**src/gpm_pkg.sv**
```systemverilog
package gpm_pkg;

  // ----------------------------------------------------------------
  // Configuration bit positions
  // ----------------------------------------------------------------
  localparam int GC_EXT_IO      = 0;
  localparam int GC_REQ_A       = 8;
  localparam int GC_CLK_IRQ     = 14;
  localparam int GC_MGMT_ALERT  = 15;
  localparam int GC_SERIAL_IRQ  = 16;
  localparam int GC_SUSPEND     = 17;
  localparam int GC_CPU_STOP    = 18;
  localparam int GC_BUS_STOP    = 19;
  localparam int GC_CACHE_SLEEP = 20;
  localparam int GC_SUSPEND_STATUS_ONE_N   = 21;
  localparam int GC_SUSPEND_STATUS_TWO_N   = 22;
  localparam int GC_THERMAL     = 23;
  localparam int GC_BATTERY     = 24;
  localparam int GC_LID         = 25;
  localparam int GC_RING        = 27;
  localparam int GC_XBUS_XCVR   = 28;
  localparam int GC_CLK_SELECT  = 29;
  localparam int GC_CLK_ALE     = 30;
  localparam int GC_KBD_SELECT  = 31;
  localparam int XB_EXT_INTC    = 8;

  // ----------------------------------------------------------------
  // Register offsets from the power management base
  // ----------------------------------------------------------------
  localparam logic [7:0] PIN_LEVEL_OFS  = 8'h30;
  localparam logic [7:0] OUT_LEVEL_OFS  = 8'h34;

  // ----------------------------------------------------------------
  // Widths and reset values
  // ----------------------------------------------------------------
  localparam int GPI_W = 22;
  localparam int GPO_W = 31;
  // Pins whose default owner is an alternate function start with their bit
  // set; bit 0 starts set so that inputs 0 and outputs 1 to 7 start general.
  localparam logic [31:0] GEN_CONFIG_RST = 32'hFF_FE_80_01;
  localparam logic [15:0] XBUS_CFG_RST   = 16'h0000;
  localparam logic [30:0] GPO_RST        = 31'h0000_0000;

endpackage

```
**src/gpm_sel_if.sv**
```systemverilog
interface gpm_sel_if;
  import gpm_pkg::*;
  logic [GPI_W-1:0] alt_in;
  logic [GPO_W-1:0] alt_out;

  modport ctrl (output alt_in, output alt_out);
  modport mux  (input alt_in, input alt_out);
endinterface

```
**src/gpm_select.sv**
```systemverilog
module gpm_select
  import gpm_pkg::*;
(
  input wire logic [31:0] gen_cfg,
  input wire logic [15:0] xbus_cfg,
  gpm_sel_if.ctrl         sel
);

  logic ext_intc;
  assign ext_intc = xbus_cfg[XB_EXT_INTC];

  // ----------------------------------------------------------------
  // Input ownership: 1 means the alternate function owns the pin
  // ----------------------------------------------------------------
  always_comb begin
    sel.alt_in = '0;
    sel.alt_in[0]  = ~gen_cfg[GC_EXT_IO];
    for (int i = 0; i < 3; i++) begin
      sel.alt_in[2+i] = gen_cfg[GC_REQ_A+i];
    end
    sel.alt_in[5]  = ext_intc;
    sel.alt_in[6]  = gen_cfg[GC_CLK_IRQ] | ext_intc;
    sel.alt_in[7]  = gen_cfg[GC_SERIAL_IRQ];
    sel.alt_in[8]  = gen_cfg[GC_THERMAL];
    sel.alt_in[9]  = gen_cfg[GC_BATTERY];
    sel.alt_in[10] = gen_cfg[GC_LID];
    sel.alt_in[11] = gen_cfg[GC_MGMT_ALERT];
    sel.alt_in[12] = gen_cfg[GC_RING];
  end

  // ----------------------------------------------------------------
  // Output ownership
  // ----------------------------------------------------------------
  always_comb begin
    sel.alt_out = '0;
    for (int i = 1; i <= 7; i++) begin
      sel.alt_out[i] = ~gen_cfg[GC_EXT_IO];
    end
    for (int i = 0; i < 3; i++) begin
      sel.alt_out[9+i] = gen_cfg[GC_REQ_A+i];
    end
    sel.alt_out[12] = ext_intc;
    sel.alt_out[13] = ext_intc;
    sel.alt_out[14] = ext_intc;
    sel.alt_out[29] = ext_intc;
    sel.alt_out[15] = gen_cfg[GC_SUSPEND];
    sel.alt_out[16] = gen_cfg[GC_SUSPEND];
    sel.alt_out[19] = gen_cfg[GC_CACHE_SLEEP];
    sel.alt_out[20] = gen_cfg[GC_SUSPEND_STATUS_ONE_N];
    sel.alt_out[21] = gen_cfg[GC_SUSPEND_STATUS_TWO_N];
    sel.alt_out[17] = gen_cfg[GC_CPU_STOP];
    sel.alt_out[18] = gen_cfg[GC_BUS_STOP];
    sel.alt_out[22] = gen_cfg[GC_XBUS_XCVR];
    sel.alt_out[23] = gen_cfg[GC_XBUS_XCVR];
    sel.alt_out[24] = gen_cfg[GC_CLK_SELECT];
    sel.alt_out[25] = gen_cfg[GC_CLK_ALE];
    sel.alt_out[26] = gen_cfg[GC_KBD_SELECT];
  end

endmodule

```
**src/gpm_pin_mux.sv**
```systemverilog
// Operation
// - Input 0 general only in extended mode
// - Input 1 always general, active low
// - Inputs 2-4 freed per request enable
// - Input 5 lost to external controller
// - Input 6 lost to clock or controller
// - Input 7 lost to serial interrupts
// - Input 8 lost to thermal detect
// - Inputs 9,10 lost to battery, lid
// - Inputs 11,12 lost to alert, ring
// - Inputs 13-21 always general
// - Outputs 0,8,27,28,30 always general
// - Output 8 low when core unpowered
// - Outputs 1-7 general only in extended mode
// - Outputs 9-11 freed per grant enable
// - Outputs 12-14,29 to external controller
// - Output 29 carries level active-low interrupt
// - Outputs 15,16,19-21 suspend and sleep
// - Outputs 17,18 clock stop controls
// - Outputs 22,23 transceiver controls
// - Outputs 24,25 clock chip decode
// - Output 26 keyboard chip select
// - Input levels readable at offset 30h
// - Output levels from offset 34h register
// - Reset values per pin default
module gpm_pin_mux
  import gpm_pkg::*;
(
  input  wire logic             CLK_SYS,
  input  wire logic             SRST,
  input  wire logic             CFG_WRITE,
  input  wire logic [31:0]      CFG_GEN_DATA,
  input  wire logic [15:0]      CFG_XBUS_DATA,
  input  wire logic             OUT_WRITE,
  input  wire logic [GPO_W-1:0] OUT_WRITE_DATA,
  input  wire logic             CORE_POWER_OK,
  input  wire logic [GPI_W-1:0] PIN_IN,
  input  wire logic [GPO_W-1:0] ALT_OUT,
  output logic      [GPI_W-1:0] PIN_LEVEL_REG,
  output logic      [GPI_W-1:0] ALT_IN,
  output logic                  GPI1_ASSERTED,
  output logic      [GPO_W-1:0] PIN_OUT,
  output logic      [GPO_W-1:0] OUT_LEVEL_REG,
  output logic      [31:0]      GEN_CONFIG,
  output logic      [15:0]      XBUS_CONFIG
);

  gpm_sel_if sel ();

  logic [31:0]      general_config_reg;
  logic [15:0]      xbus_chipsel_reg;
  logic [GPO_W-1:0] general_output;
  logic [GPI_W-1:0] pin_level_reg;
  logic [GPO_W-1:0] next_pin_out;

  // ----------------------------------------------------------------
  // Configuration
  // ----------------------------------------------------------------
  // Defaults leave the power and decode functions on their pins, so
  // the board sees its control lines owned from the first cycle.
  always_ff @(posedge CLK_SYS) begin
    if (SRST) begin
      general_config_reg <= GEN_CONFIG_RST;
      xbus_chipsel_reg   <= XBUS_CFG_RST;
    end else if (CFG_WRITE) begin
      general_config_reg <= CFG_GEN_DATA;
      xbus_chipsel_reg   <= CFG_XBUS_DATA;
    end
  end

  gpm_select u_select (
    .gen_cfg  (general_config_reg),
    .xbus_cfg (xbus_chipsel_reg),
    .sel      (sel.ctrl)
  );

  // ----------------------------------------------------------------
  // Output level register
  // ----------------------------------------------------------------
  always_ff @(posedge CLK_SYS) begin
    if (SRST) begin
      general_output <= GPO_RST;
    end else if (OUT_WRITE) begin
      general_output <= OUT_WRITE_DATA;
    end
  end

  // ----------------------------------------------------------------
  // Input level capture
  // ----------------------------------------------------------------
  always_ff @(posedge CLK_SYS) begin
    if (SRST) begin
      pin_level_reg <= '0;
    end else begin
      for (int i = 0; i < GPI_W; i++) begin
        pin_level_reg[i] <= sel.alt_in[i] ? 1'b0 : PIN_IN[i];
      end
    end
  end

  // ----------------------------------------------------------------
  // Pin output selection
  // ----------------------------------------------------------------
  always_comb begin
    for (int i = 0; i < GPO_W; i++) begin
      next_pin_out[i] = sel.alt_out[i] ? ALT_OUT[i] : general_output[i];
    end
    next_pin_out[0]  = general_output[0];
    next_pin_out[27] = general_output[27];
    next_pin_out[28] = general_output[28];
    next_pin_out[30] = general_output[30];
    next_pin_out[8]  = CORE_POWER_OK & general_output[8];
  end

  // The pin data is registered so alternate functions see one cycle of
  // latency; those board signals are all slow control lines.
  always_ff @(posedge CLK_SYS) begin
    if (SRST) begin
      PIN_OUT <= GPO_RST;
    end else begin
      PIN_OUT <= next_pin_out;
    end
  end

  // ----------------------------------------------------------------
  // Alternate input routing and status
  // ----------------------------------------------------------------
  always_comb begin
    for (int i = 0; i < GPI_W; i++) begin
      ALT_IN[i] = sel.alt_in[i] & PIN_IN[i];
    end
  end

  always_ff @(posedge CLK_SYS) begin
    if (SRST) begin
      GPI1_ASSERTED <= 1'b0;
    end else begin
      GPI1_ASSERTED <= ~PIN_IN[1];
    end
  end

  assign PIN_LEVEL_REG = pin_level_reg;
  assign OUT_LEVEL_REG = general_output;
  assign GEN_CONFIG    = general_config_reg;
  assign XBUS_CONFIG   = xbus_chipsel_reg;

endmodule

```
**config.mk**
```make
export PLATFORM = sky130hd
export DESIGN_NAME = gpm_pin_mux
export DESIGN_NICKNAME = d
export VERILOG_FILES = /design/src/gpm_pkg.sv /design/src/gpm_sel_if.sv /design/src/gpm_select.sv /design/src/gpm_pin_mux.sv
export SDC_FILE = /design/constraint.sdc
export NUM_CORES = 1
export LEC_CHECK = 0
export ABC_AREA = 1
export BUFFER_PORTS_ARGS = -buffer_cell sky130_fd_sc_hd__buf_2
export CORE_ASPECT_RATIO = 0.6
export CORE_MARGIN = 2
export CORE_UTILIZATION = 42
export CTS_BUF_LIST = sky130_fd_sc_hd__clkbuf_4 sky130_fd_sc_hd__clkbuf_8 sky130_fd_sc_hd__clkbuf_16
export DETAILED_ROUTE_END_ITERATION = 8
export GPL_TIMING_DRIVEN = 1
export PLACE_DENSITY_LB_ADDON = 0.3
export SETUP_SLACK_MARGIN = 0.5
export SLEW_MARGIN = 15
export SYNTH_ARGS = -nofsm -noshare
export SYNTH_HDL_FRONTEND = slang
export SYNTH_HIERARCHICAL = 1
export SYNTH_SLANG_ARGS = --single-unit
```
**constraint.sdc**
```tcl
create_clock -name CLK_SYS -period 2 [get_ports CLK_SYS]
set_input_delay 0.4 -clock CLK_SYS [delete_from_list [all_inputs] [get_ports CLK_SYS]]
set_output_delay 0.4 -clock CLK_SYS [all_outputs]
set_load 0.02 [all_outputs]
```
# Word level (Yosys, flattened, before mapping)

Cells that the tools add are included.

Muxes and demuxes: 26
Bitwise operators: 16
Reductions and logical operators: 12

Operator list:

| operator           | number |
|---|---|
| 1-bit 2-to-1 mux   | 26 |
| 2-bit OR reduction | 12 |
| 1-bit AND          | 13 |
| 1-bit NOT          | 2 |
| 1-bit OR           | 1 |

Register bits after elaboration: 133

# Logic depth before layout (Yosys ltp)

Depth after elaboration: 2
Gate-level depth with buffers: 6
Mapped depth without buffers: 4

# Modules after synthesis

The synthesis kept the hierarchy.

Modules (own cells, without submodules):

| module      | area an instance (sq um) | times used | cells an instance | seq. area each (sq um) |
|---|---|---|---|---|
| gpm_pin_mux | 5202.5                   | 1          | 760               | 2662.6 |
| gpm_select  | 401.6                    | 1          | 56                | 0.0 |

# Worst setup path before layout

OpenSTA, ideal clock, no wires.

Kind: reg2out
Start point: register xbus_chipsel_reg[8], in the netlist XBUS_CONFIG[8]
End point: output ALT_IN[5]
Data required time: 1.600 ns
Arrival time: 0.873 ns
Setup slack: 0.727 ns
Cell stages (with the launch flop): 4
Buffers on the path: 1
Cell sequence: dfxtp_1 > buf_4 > nand2_1 > inv_1

Longest elaborated chain between the ends: 1

Ends and longest elaborated chain:

| element                  | line               | text |
|---|---|---|
| start: declaration       | gpm_pin_mux.sv:51  | `logic [15:0] xbus_chipsel_reg;` |
| start signal: assignment | gpm_pin_mux.sv:64  | `xbus_chipsel_reg <= XBUS_CFG_RST;` |
| start signal: assignment | gpm_pin_mux.sv:67  | `xbus_chipsel_reg <= CFG_XBUS_DATA;` |
| 1-bit AND                | gpm_pin_mux.sv:130 | `ALT_IN[i] = sel.alt_in[i] & PIN_IN[i];` |
| end: declaration         | gpm_pin_mux.sv:40  | `output logic [GPI_W-1:0] ALT_IN,` |

No other way between the ends.

# Worst setup path in the final report

Start point: register general_config_reg[0], in the netlist GEN_CONFIG[0]
End point: output GEN_CONFIG[0]

RTL lines:

| element                  | line              | text |
|---|---|---|
| start: declaration       | gpm_pin_mux.sv:50 | `logic [31:0] general_config_reg;` |
| start signal: assignment | gpm_pin_mux.sv:63 | `general_config_reg <= GEN_CONFIG_RST;` |
| start signal: assignment | gpm_pin_mux.sv:66 | `general_config_reg <= CFG_GEN_DATA;` |
| end: declaration         | gpm_pin_mux.sv:44 | `output logic [31:0] GEN_CONFIG,` |

No word-level cell between the ends.

==> summary.md <==
| Metric | Value |
|---|---|
| Status | complete, no violations |
| Max Clock Freq | 0.6590 GHz |
| Commonest non-fill, non-tap cell in the layout | buf_2 |
| Gpl congestion | 0.8179 |
| Worst IR Drop VDD | around 570 uV |
| Ys Warns | 6 |
| Clk Tree Root Cell | clkbuf_16 |
| Leakage Power | 4.563 nW |
| Unrepaired setup endpoints after global routing | yes |
| Fin nets | 1187 |
| Max Slew Vio Count | 0 |
| Number of global-route vias before repair | 4604 |
| Vias | 5057 |
| Drt total wl | 14.24 mm |
| Routed WL per cell | 11.56 um |
| Kind of critical path | reg -> out |
| Die width | 152.6 um |
| Layout overhead on the synthesized area | 34.86% |
| Critical Path Fanout Max | 2 |
| Min Tclk post-route | between 1.5 and 2 ns |
| Crit path DAT | 1.12 ns |
| Largest net degree at the start of global routing | 60 |
| Grt ovf | 0 |
| Average cell area after synthesis | 6.864 um2 |
| Hold Crit Class | in -> reg |
| Antenna Nets Post-Route | 0 |
| Commonest cells after routing, fill and taps aside | buf_2, nand2_1, nor2_1, dfxtp_1, inv_1 |
| Clk slew on worst S/H paths | around 0.060 ns |
| IO Count | 292 |
| Routed vias/inst | 4.105 |
| Crit path launch type | flip-flop |
| Max-Cap Viols | 0 |
| H-Tree Level Count | 4 |
| Met2 Usage GRT | 31.43% |
| Initial antenna violation count | 1 |
| Worst Path Required | 1.60 ns |
| Sum Neg Setup Slack | 0 ns |
| Clk sinks | roughly 130 |
| CTS tree | yes |
| CTS Buffer Depth | 2 |
| Height of the die | 93.18 um |
| Initial Util | 43.18% |
| Hold buffers post-CTS | 0 |
| Number of filler cells placed in the layout | 1279 |
| Crit path capture type | primary output |
| Core area | 12890 um2 |
| Final setup violation count | 0 |
| Met3 usage | 6.812% |
| Crit share post-route | 75.87% |
| Power density over the cells | roughly 1000 nW/um2 |
| DRC viols | 0 |
| CTS Buf Count | 17 |
| Final hold vios | 0 |
| All-Layer GR Usage | 19.48% |
| Met1 GRT Util | 24.91% |
| Busiest grt layer | met2 |
| Worst Skew | approximately 0.0089 ns |
| Hpwl dp | 10.18 mm |
| Cell Rows | 32 |
| Overall Power | 0.007511 W |
| Die area | 14220 um2 |
| Drt initial violations | ~190 |
| Clock latency on the worst-skew pair | 0.40 ns |
| IO Port Bufs | 276 |
| Layout cell share with drive strength beyond 1 | 34.50% |
| Post-synth design cell area | 5567 um2 |
| Pre-antenna DRT Iters | 4 |
| First-pass GRT wire length | 22.22 mm |
| Mapped Cells | 811 |
==> final timing paths <==
check             slack, ns                         from  depth (start not counted)                     endpoint
setup / recovery       0.48   GEN_CONFIG[0]$_SDFFE_PP1P_                          3                GEN_CONFIG[0]
setup reg to reg       0.92  XBUS_CONFIG[8]$_SDFFE_PP0P_                          6       PIN_OUT[14]$_SDFF_PP0_
hold / removal         0.19                    PIN_IN[1]                          2     GPI1_ASSERTED$_SDFF_PP0_
hold reg to reg        0.43  GEN_CONFIG[16]$_SDFFE_PP0P_                          1  PIN_LEVEL_REG[7]$_SDFF_PP0_
==> worst max-delay path, stage by stage, from the launching register on <==
cell	delay, ns
dfxtp_2	0.32
buf_4	0.12
buf_4	0.13
buf_2	0.15
==> sequential cells by signal, indices dropped and copies added, names as in the netlist <==
register	count
GEN_CONFIG	32
OUT_LEVEL_REG	31
PIN_OUT	31
PIN_LEVEL_REG	22
XBUS_CONFIG	16
GPI1_ASSERTED	1
==> power breakdown <==
group          switching, W  internal (W)  total [W]
clock network       0.00114       0.00237    0.00351
registers          0.000106       0.00283    0.00294
logic              0.000665      0.000399    0.00106
==> per-layer routing <==
metal  vias up  wire length (um)
met3        12              1110
met5         -                13
met2       157              6292
met1      2148              6724
met4         2                99
li1       2738                 -
==> final cells by class <==
cell class	instances	area (um2)	share of cell area, %
clock inverters	12	227.7	3.033
diodes	1	2.502	0.03333
well taps	170	212.7	2.833
multi-input cells	487	1919	25.57
flip-flops and latches	133	2688	35.80
repair buffers	292	1564	20.83
inverters	119	454.2	6.050
clock buffers	18	439.2	5.850
==> what timing repair did <==
item / 4_1_cts / 5_1_grt
buffers inserted: 5 / 1
resized for setup: 15 / 17
pin swaps: 0 / 3
setup endpoints to repair: 10 / 10
==> through the flow <==
| step | hold WS (ns) | utilization, % | instance area, um2 | setup slack, ns | instances |
|---|---|---|---|---|---|
| 3_5_place_dp | 0.4350 | 52.20 | 6730 | 0.6277 | 1195 |
| 3_3_place_gp | 0.4227 | 52.20 | 6730 | 0.6237 | 1195 |
| 2_1_floorplan | 0.4165 | - | 5600 | 0.7268 | 820 |
| 6_report | 0.1891 | 58.23 | 7507 | 0.4826 | 1232 |
| 5_1_grt | 0.1704 | 58.21 | 7505 | 0.4450 | 1231 |
| 4_1_cts | 0.1675 | 57.89 | 7463 | 0.4543 | 1230 |
No activity file was read; power rests on OpenSTA's default activity.
